===== config.mk =====
export PLATFORM = sky130hd
export DESIGN_NAME = field_display_annunciator
export DESIGN_NICKNAME = d
export VERILOG_FILES = /design/src/field_display_annunciator.v
export VERILOG_INCLUDE_DIRS = /design/src /design/src/src
export SDC_FILE = /design/constraint.sdc
export NUM_CORES = 1
export LEC_CHECK = 0
export CAP_MARGIN = 0
export CELL_PAD_IN_SITES_DETAIL_PLACEMENT = 0
export CELL_PAD_IN_SITES_GLOBAL_PLACEMENT = 1
export CORE_MARGIN = 2
export CORE_UTILIZATION = 35
export DETAILED_ROUTE_END_ITERATION = 10
export DONT_BUFFER_PORTS = 1
export PLACE_DENSITY = 0.65
export SLEW_MARGIN = 20
export SYNTH_ARGS = -nofsm -noshare
export SYNTH_HDL_FRONTEND = slang
export SYNTH_SLANG_ARGS = --single-unit

===== constraint.sdc =====
create_clock -name clk_i -period 29.5 [get_ports clk_i]
set_input_delay 4.425 -clock clk_i [delete_from_list [all_inputs] [get_ports clk_i]]
set_output_delay 4.425 -clock clk_i [all_outputs]
set_load 0.005 [all_outputs]

===== src/annunciator_consts.vh =====
// Constants for the field display annunciator.
// Assumes inclusion by the annunciator module only.
`ifndef ANNUNCIATOR_CONSTS_VH
`define ANNUNCIATOR_CONSTS_VH
// Clock rate and dwell time per alternation phase
`define CLK_HZ 100000000
`define DWELL_MS 1000
`define DWELL_CYCLES ((`CLK_HZ / 1000) * `DWELL_MS)
// Bar graph step, percent of span
`define BAR_STEP_PCT 10
`define BAR_SEGS 10
// Unit codes
`define UNIT_K 2'h0
`define UNIT_F 2'h1
`define UNIT_C 2'h2
`define UNIT_PCT 2'h3
// Numeric field sources
`define NUM_VALUE 2'h0
`define NUM_CODE 2'h1
`define NUM_DASH 2'h2
// Reset value of the numeric code field
`define BLANK_CODE 16'h0000
`endif


===== src/field_display_annunciator.v =====
// Field display annunciator: drives the local indicator of a transmitter.
// Assumes synchronous inputs from measurement core, bus stack, switches.
//
// How it works
// - Ten percent bar steps, over/under marks
// - Fault alternates error code and dashes
// - Bar graph blanked while code shown
// - Caution lit on any fault or warning
// - Unit follows the displayed value
// - Warning alternates value and warning code
// - Error shows dashes instead of number
// - Channel text during fault or warning, else user text
// - Per-value user text names shown value
// - Communication symbol follows bus activity
// - Lock symbol follows hardware lock
// - Parameter writes only from fieldbus port
// - Switches give address and write lock
// - Lock refuses writes, status readable
`timescale 1ns/1ps
`include "annunciator_consts.vh"
module field_display_annunciator #(
  parameter VAL_W = 16,
  parameter TEXT_W = 64,
  parameter NVAL = 2,
  parameter SEL_W = 1,
  parameter DWELL = `DWELL_CYCLES
) (
  input wire clk_i,
  input wire reset_i,
  input wire [VAL_W-1:0] value_i,
  input wire [VAL_W-1:0] range_lo_i,
  input wire [VAL_W-1:0] range_hi_i,
  input wire [SEL_W-1:0] value_sel_i,
  input wire [2*NVAL-1:0] value_unit_i,
  input wire error_i,
  input wire warning_i,
  input wire [15:0] code_i,
  input wire chan_known_i,
  input wire [TEXT_W-1:0] chan_text_i,
  input wire bus_active_i,
  input wire lock_switch_i,
  input wire [6:0] addr_switch_i,
  input wire bus_wr_i,
  input wire [SEL_W-1:0] bus_wr_sel_i,
  input wire [TEXT_W-1:0] bus_wr_text_i,
  output reg [`BAR_SEGS-1:0] bar_o,
  output reg over_o,
  output reg under_o,
  output reg caution_o,
  output reg [1:0] unit_o,
  output reg [1:0] num_src_o,
  output reg [VAL_W-1:0] num_value_o,
  output reg [15:0] num_code_o,
  output reg [TEXT_W-1:0] text_o,
  output reg comm_o,
  output reg lock_o,
  output reg lock_status_o,
  output reg [6:0] bus_addr_o,
  output reg wr_refused_o
);
  // Alternation states, one-hot
  localparam [2:0] ST_VALUE = 3'b001; // No condition, value only
  localparam [2:0] ST_CODE = 3'b010; // Condition, code phase
  localparam [2:0] ST_SHOW = 3'b100; // Condition, value phase
  // Last count of one dwell phase
  localparam [31:0] DWELL_LAST = DWELL - 1;
  // Number of bar segments
  localparam SEGS = `BAR_SEGS;

  // Condition summary
  wire cond;
  // Range arithmetic
  wire [VAL_W-1:0] span;
  wire [VAL_W-1:0] offset;
  wire [VAL_W+3:0] rel10;
  wire in_over;
  wire in_under;
  // Text store, all entries side by side
  wire [NVAL*TEXT_W-1:0] text_flat;
  wire [TEXT_W-1:0] user_text;
  wire [1:0] shown_unit;
  // Alternation control
  reg [2:0] state;
  reg [2:0] next_state;
  reg [31:0] dwell_cnt;
  wire dwell_done;
  wire show_code;
  // Next values of the display registers
  wire [SEGS-1:0] next_bar;
  reg [1:0] next_num_src;
  reg [TEXT_W-1:0] next_text;
  genvar e;
  genvar s;

  // Any fault or warning present
  assign cond = error_i | warning_i;

  // Distance into the range, scaled by ten
  assign span = range_hi_i - range_lo_i;
  assign offset = value_i - range_lo_i;
  assign rel10 = {4'h0, offset} * 4'd10;
  // Out of range on either side
  assign in_over = value_i > range_hi_i;
  assign in_under = value_i < range_lo_i;

  // One user text entry per displayable value
  generate
    for (e = 0; e < NVAL; e = e + 1) begin : g_text
      localparam [SEL_W-1:0] ENTRY = e;
      reg [TEXT_W-1:0] entry;
      wire take;
      assign take = bus_wr_i && !lock_switch_i && bus_wr_sel_i == ENTRY;
      // Entry keeps its text until rewritten
      always @(posedge clk_i or posedge reset_i) begin
        if (reset_i) begin
          entry <= {TEXT_W{1'b0}};
        end else if (take) begin
          entry <= bus_wr_text_i;
        end
      end
      assign text_flat[e*TEXT_W +: TEXT_W] = entry;
    end
  endgenerate

  // Text of the value now selected
  assign user_text = text_flat[value_sel_i*TEXT_W +: TEXT_W];
  // Unit of the value now selected
  assign shown_unit = value_unit_i[value_sel_i*2 +: 2];

  // Dwell counter, cleared on every phase change
  assign dwell_done = dwell_cnt >= DWELL_LAST;
  always @(posedge clk_i or posedge reset_i) begin
    if (reset_i) begin
      dwell_cnt <= 32'h0000_0000;
    end else if (state == ST_VALUE || !cond || dwell_done) begin
      dwell_cnt <= 32'h0000_0000;
    end else begin
      dwell_cnt <= dwell_cnt + 32'h0000_0001;
    end
  end

  // Alternation state register
  always @(posedge clk_i or posedge reset_i) begin
    if (reset_i) begin
      state <= ST_VALUE;
    end else begin
      state <= next_state;
    end
  end

  // Code first, then value, one dwell each
  always @* begin
    next_state = state;
    case (state)
      ST_VALUE: begin
        // A new condition shows its code at once
        if (cond) begin
          next_state = ST_CODE;
        end
      end
      ST_CODE: begin
        if (!cond) begin
          next_state = ST_VALUE;
        end else if (dwell_done) begin
          next_state = ST_SHOW;
        end
      end
      ST_SHOW: begin
        if (!cond) begin
          next_state = ST_VALUE;
        end else if (dwell_done) begin
          next_state = ST_CODE;
        end
      end
      default: begin
        // Lost state: fall back to value display
        next_state = ST_VALUE;
      end
    endcase
  end

  // Code phase of the alternation
  assign show_code = state == ST_CODE;

  // One segment per tenth of span
  generate
    for (s = 0; s < SEGS; s = s + 1) begin : g_seg
      localparam [3:0] SEG_NO = s + 1;
      wire [VAL_W+3:0] thresh;
      // Segment lights at its tenth of span
      assign thresh = {4'h0, span} * SEG_NO;
      // Dark while the code is shown
      assign next_bar[s] = !show_code && !in_under &&
                           (in_over || rel10 >= thresh);
    end
  endgenerate

  always @* begin
    next_num_src = `NUM_VALUE;
    if (show_code) begin
      next_num_src = `NUM_CODE;
    end else if (error_i) begin
      // Dashes stand in for the number
      next_num_src = `NUM_DASH;
    end
  end

  // Channel text in fault or warning, else user text
  always @* begin
    next_text = user_text;
    if (cond) begin
      // Blank when the channel is unknown
      if (chan_known_i) begin
        next_text = chan_text_i;
      end else begin
        next_text = {TEXT_W{1'b0}};
      end
    end
  end

  always @(posedge clk_i or posedge reset_i) begin
    if (reset_i) begin
      bar_o <= {SEGS{1'b0}};
      over_o <= 1'b0;
      under_o <= 1'b0;
    end else begin
      bar_o <= next_bar;
      // Marks share the bar's blanking
      over_o <= !show_code && in_over;
      under_o <= !show_code && in_under;
    end
  end

  // Caution on any fault or warning
  always @(posedge clk_i or posedge reset_i) begin
    if (reset_i) begin
      caution_o <= 1'b0;
    end else begin
      caution_o <= cond;
    end
  end

  always @(posedge clk_i or posedge reset_i) begin
    if (reset_i) begin
      unit_o <= `UNIT_K;
    end else begin
      unit_o <= shown_unit;
    end
  end

  // Numeric field: source, value and code
  always @(posedge clk_i or posedge reset_i) begin
    if (reset_i) begin
      num_src_o <= `NUM_VALUE;
      num_value_o <= {VAL_W{1'b0}};
      num_code_o <= `BLANK_CODE;
    end else begin
      num_src_o <= next_num_src;
      num_value_o <= value_i;
      num_code_o <= code_i;
    end
  end

  // Status text field
  always @(posedge clk_i or posedge reset_i) begin
    if (reset_i) begin
      text_o <= {TEXT_W{1'b0}};
    end else begin
      text_o <= next_text;
    end
  end

  always @(posedge clk_i or posedge reset_i) begin
    if (reset_i) begin
      comm_o <= 1'b0;
    end else begin
      comm_o <= bus_active_i;
    end
  end

  always @(posedge clk_i or posedge reset_i) begin
    if (reset_i) begin
      lock_o <= 1'b0;
    end else begin
      lock_o <= lock_switch_i;
    end
  end

  // Switch readback: address and lock state
  always @(posedge clk_i or posedge reset_i) begin
    if (reset_i) begin
      lock_status_o <= 1'b0;
      bus_addr_o <= 7'h00;
    end else begin
      lock_status_o <= lock_switch_i;
      bus_addr_o <= addr_switch_i;
    end
  end

  always @(posedge clk_i or posedge reset_i) begin
    if (reset_i) begin
      wr_refused_o <= 1'b0;
    end else begin
      wr_refused_o <= bus_wr_i && lock_switch_i;
    end
  end
endmodule // field_display_annunciator


# --- Word-level counts from Yosys, hierarchy flattened ---
# Cells that the tools add are included.
# W data, S select, Z words.
op_classes:
  n_reduce_logical: 34
  muxes: 11
  order_cmp: 13
  n_bitwise: 2
  n_shift: 2
  mul: 7
  n_eq_ne: 6
  add_sub_neg: 3
op_table:
  columns: ["operator", "count"]
  rows:
  - ["$mux W64", 2]
  - ["$shiftx A128 B8 Y64", 1]
  - ["$ge A20 B19 Y1", 4]
  - ["$mul A16 B3 Y19 const B", 4]
  - ["$ge A20 B18 Y1", 2]
  - ["$ge A20 B20 Y1", 2]
  - ["$mul A16 B2 Y18 const B", 2]
  - ["$add A32 B1 Y32 const B", 1]
  - ["$ge A32 B27 Y1 const B", 1]
  - ["$mux W32", 1]
  - ["$sub A16 B16 Y16", 2]
  - ["$ge A20 B16 Y1", 1]
  - ["$ge A20 B17 Y1", 1]
  - ["$mul A16 B4 Y20 const B", 1]
  - ["$logic_and A1 B1 Y1", 17]
  - ["$gt A16 B16 Y1", 1]
  - ["$lt A16 B16 Y1", 1]
  - ["$mux W3", 5]
  - ["$logic_or A1 B1 Y1", 12]
  - ["$pmux W3 S3", 1]
  - ["$ne A3 B3 Y1 const B", 2]
  - ["$logic_not A1 Y1", 4]
  - ["$mux W2", 2]
  - ["$shiftx A4 B3 Y2", 1]
  - ["other kinds (7)", 7]
totals:
  ff_bits: 286
  wordCells: 95

# --- Depth between registers and ports, before layout ---
depth:
  word_depth: 5
  mapped_depth: 32
  mapped_depth_nobuf: 32

# --- Worst setup path after synthesis ---
# Ideal clock, no wire load.
synth_timing:
  path_type: "input port to flip-flop"
  start: "input range_hi_i[0]"
  end: "register bar_o[9]"
  required_ns: 29.369
  path_stages: 26
  path_slack_ns: 19.526
  setup_ns: 0.131
  arrival_time_ns: 9.843
  path_cell_list: "inv_1 ha_1 inv_1 fa_1 a21o_1 a21oi_1 xor2_1 inv_1 ha_1 fa_1 a21o_1 a21oi_1 o21bai_1 a21oi_1 o21bai_1 a21oi_1 o21bai_1 a21oi_1 o21ai_0 xnor2_1 ha_1 a21o_1 a41o_1 a31oi_1 a2111oi_0 or3_1"
synth_via:
  elab_chain_len: 5
synth_rtl:
  columns: ["item", "line_no", "source"]
  rows:
  - ["start, declared", "field_display_annunciator.v:32", "input wire [VAL_W-1:0] range_hi_i,"]
  - ["$sub A16 B16 Y16", "field_display_annunciator.v:99", "assign span = range_hi_i - range_lo_i;"]
  - ["$mul A16 B3 Y19", "field_display_annunciator.v:191", "assign thresh = {4'h0, span} * SEG_NO;"]
  - ["$ge A20 B20 Y1", "field_display_annunciator.v:194", "(in_over || rel10 >= thresh);"]
  - ["$logic_or A1 B1 Y1 *", "field_display_annunciator.v:194", null]
  - ["$logic_and A1 B1 Y1 *", "field_display_annunciator.v:193", "assign next_bar[s] = !show_code && !in_under &&"]
  - ["named net next_bar[9]", "field_display_annunciator.v:89", "wire [SEGS-1:0] next_bar;"]
  - ["end signal, assigned", "field_display_annunciator.v:223", "bar_o <= {SEGS{1'b0}};"]
  - ["end signal, assigned", "field_display_annunciator.v:227", "bar_o <= next_bar;"]
  - ["end, declared", "field_display_annunciator.v:46", "output reg [`BAR_SEGS-1:0] bar_o,"]
# Mark *: on every way through the listed nets, which the timed path passes. The rest lies on a longest branch.
# A chain may end at the register's enable or synchronous reset.

# --- Final worst setup path ---
layout_timing:
  start: "input value_i[0]"
  end: "register bar_o[7]"
layout_via:
  elab_chain_len: 5
layout_rtl:
  columns: ["item", "line_no", "source"]
  rows:
  - ["start, declared", "field_display_annunciator.v:30", "input wire [VAL_W-1:0] value_i,"]
  - ["$sub A16 B16 Y16", "field_display_annunciator.v:100", "assign offset = value_i - range_lo_i;"]
  - ["$mul A16 B3 Y19", "field_display_annunciator.v:101", "assign rel10 = {4'h0, offset} * 4'd10;"]
  - ["$ge A20 B19 Y1", "field_display_annunciator.v:194", null]
  - ["$logic_or A1 B1 Y1", "field_display_annunciator.v:194", null]
  - ["$logic_and A1 B1 Y1 *", "field_display_annunciator.v:193", null]
  - ["named net next_bar[7]", "field_display_annunciator.v:89", null]
# Marks and branches as above.

==> impl_metrics.py <==
metrics = {
    "clock_network": {
        "numCtsBuffers": 29,
        "cts_setup_buffers": 0,
        "cts_hold_buf": 0,
        "cts_root_buf": "clkbuf_16",
        "cts_tree": "built",
        "clock_path_buffers": 3,
        "cts.clk_slew.worst_paths_ns": 0.06,
        "htree_levels": 1,
        "post_cts_resize_count": 0,
        "clk_latency_ns": 0.57,
        "cts.sinks": 286,
    },
    "critical_path": {
        "cp_max_fo": 7,
        "slowest_delay_ns": 0.56,
        "path_class": "primary input to flop",
        "cp.buffers_inverters": 2,
        "endpoint": "bar_o[7]$_DFF_PP0_",
        "cpMaxStageDelayCell": "xor2_1",
        "worst_ep_arrival_time_ns": 10.62,
        "r2r_cells": 12,
        "cp_top_family": "compound AO/OA/AOI/OAI gates",
        "critPathLaunch": "value_i[0]",
        "setup.worst_path.start_class": "primary input",
        "reg2reg_to": "dwell_cnt[2]$_DFF_PP0_",
        "r2r_slack_ns": 26.52,
        "crit_path_end_kind": "flop",
        "crit_cells": 27,
        "worstReg2RegStart": "dwell_cnt[0]$_DFF_PP0_",
        "critPathMostFrequentCell": "ha_1",
        "cp.required_ns": 29.94,
    },
    "outcome": {
        "status": "finished clean",
    },
    "synth": {
        "synthCells": 2000,
        "yosysWarnings": 0,
        "synth_edf_count": 0,
        "ys_seq_elements": 286,
        "seq_area_frac_synth": 0.352,
        "yosysTopAreaCell": "dfrtp_1",
        "synth_area_sq_um": 20300,
        "synth_top_area_frac": 0.351,
        "async_flop_share": 1.00,
        "synth_area_leaders": "dfrtp_1 (35%), ha_1 (17%), mux2_2 (7.2%)",
        "yosys.cell_types.count": 97,
        "synth_ff_type": "dfrtp_1",
        "syn_avg_cell_area_sq_um": 10.2,
    },
    "pwr": {
        "ir_worst_vdd_v": 0.0000416,
        "leakage_uw": 0.0104,
        "power-per-cell-area_nw_per_um2": 97.4,
    },
    "floorplanning": {
        "die_area_sq_um": 60000,
        "fp.dieW_microns": 245,
        "io_pins": 337,
        "start_util": 0.353,
        "die_y_microns": 245,
        "core_sq_um": 57600,
        "num_rows": 88,
    },
    "final_layout": {
        "layout_common_cells": "dfrtp_1 (285), ha_1 (284), o21ai_0 (130), mux2_2 (130), inv_1 (124)",
        "final_common_cell": "dfrtp_1",
        "multiInputGateArea_sq_um": 12400,
        "drive_above_1_share": 0.124,
        "syn2layout_area_growth_pct": 9.72,
        "register_area_sq_um": 7160,
        "utilization": 0.387,
        "layout.nets": 2510,
        "num-fill-cells": 5571,
    },
    "routing": {
        "drc": 0,
        "ant_nets": 0,
        "wl_per_cell_microns": 19.6,
        "wl_microns": 54700,
        "vias": 14800,
        "via_per_inst": 5.30,
        "first_pass_iters": 7,
        "first_iter_violations": 716,
    },
    "timing": {
        "holdWs_ns": 0.489,
        "relSlewSlack": 0.376,
        "finalHoldViolCount": 0,
        "tightest_slew_ns": 0.935,
        "maxSlewViolCount": 0,
        "setup_viol": 0,
        "fin_worst_skew_ns": 0.0185,
        "fin_crit_sh": 0.345,
        "fmax_mhz": 98.2,
        "tns_ns": 0,
        "rsz0062_at_grt": "no",
        "period_minus_slack_ns": 10.19,
    },
    "min_path": {
        "hp-class": "flop to flop",
    },
    "place": {
        "portBuffers": 0,
        "place_hpwl_microns": 43000,
        "place_congestion": 0.825,
    },
    "global_routing": {
        "grt_pass1_vias": 15200,
        "antenna_found_initial": 2,
        "grt_max_degree": 150,
        "grt-ovfl-total": 0,
        "grt_pass1_wl_microns": 85200,
        "grt_usage": 0.179,
    },
    "run": {
        "maxCapViolations": 0,
    },
}
==> power breakdown <==
group          internal, uW  switching, uW  leakage (uW)  total (uW)
logic                   586            735       0.00646        1320
registers               447           32.2       0.00350         480
clock network           214            157      0.000478         371
total                  1250            924        0.0104        2170
==> metal layers <==
| metal | GRT usage | up-vias | share of wire |
|---|---|---|---|
| met5 | 0 | - | 0 |
| met4 | 0.0482 | 0 | 0.023 |
| met3 | 0.0289 | 66 | 0.050 |
| met2 | 0.328 | 309 | 0.51 |
| met1 | 0.216 | 7167 | 0.42 |
| li1 | - | 7241 | - |
==> synth_stat cells (4+ instances only) <==
cell,number
a2111o_1,4
a2111oi_0,7
a211oi_1,17
a21boi_0,8
a21o_1,73
a21oi_1,104
a31oi_1,11
and2_1,7
and3_1,15
and4_1,5
buf_1,9
buf_4,4
clkbuf_1,48
dfrtp_1,285
fa_1,12
ha_1,284
inv_1,126
inv_2,5
maj3_1,8
mux2_2,130
mux2i_1,66
nand2_1,51
nand2b_1,17
nand3_1,93
nand4_1,13
nor2_1,122
nor2b_1,19
nor3_1,28
nor4_1,5
o2111ai_1,4
o211ai_1,6
o21a_1,20
o21ai_0,130
o21ai_1,6
o21bai_1,20
o22ai_1,6
o31ai_2,4
or2_2,4
or3_1,10
xnor2_1,91
xor2_1,33
==> state kept, by name, indices dropped and copies added (netlist names) <==
register and cells:
g_text.entry 128, text_o 64, dwell_cnt 32, num_code_o 16
num_value_o 16, bar_o 10, bus_addr_o 7, state 3
num_src_o 2, unit_o 2, caution_o 1, comm_o 1
lock_status_o 1, over_o 1, under_o 1, wr_refused_o 1
==> cells by family after synthesis <==
| family | share of synthesized area |
|---|---|
| AO/OA/AOI/OAI | 0.156 |
| XOR/XNOR | 0.0564 |
| adder cells (fa/ha/maj) | 0.192 |
| buffers and inverters | 0.0380 |
| flip-flops | 0.352 |
| multiplexers | 0.105 |
| other | 0.000185 |
| AND/OR/NAND/NOR | 0.101 |
==> cell type report <==
class | instances | share of cell area
Timing Repair Buffer | 31 | 0.0122
Inverter | 133 | 0.0229
Clock buffer | 39 | 0.0369
Multi-Input combinational cell | 1520 | 0.557
Clock inverter | 11 | 0.00623
Sequential cell | 286 | 0.321
Antenna cell | 3 | 0.000337
Tap cell | 765 | 0.0430
==> worst min-delay path by stage <==
stage | to | slack (ns) | cells past startpoint | from
floorplan | dwell_cnt[0]$_DFF_PP0_ | 0.45 | 1 | dwell_cnt[0]$_DFF_PP0_
global placement | dwell_cnt[0]$_DFF_PP0_ | 0.47 | 1 | dwell_cnt[0]$_DFF_PP0_
detailed placement | dwell_cnt[0]$_DFF_PP0_ | 0.48 | 1 | dwell_cnt[0]$_DFF_PP0_
CTS | dwell_cnt[0]$_DFF_PP0_ | 0.49 | 1 | dwell_cnt[0]$_DFF_PP0_
global route | g_text[0].entry[6]$_DFFE_PP0P_ | 0.51 | 1 | g_text[0].entry[6]$_DFFE_PP0P_
finish | dwell_cnt[0]$_DFF_PP0_ | 0.49 | 1 | dwell_cnt[0]$_DFF_PP0_
==> metrics by stage <==
stage	instance area [sq um]	setup WS [ns]	power, uW	instances
detailed placement	21200	18.79	1810	2733
global placement	21200	18.86	1780	2733
finish	22300	19.31	2170	2788
global route	22300	18.46	2400	2785
CTS	22200	19.34	2200	2783
floorplan	20300	17.18	1470	2004
(Power assumes the default switching activity.)
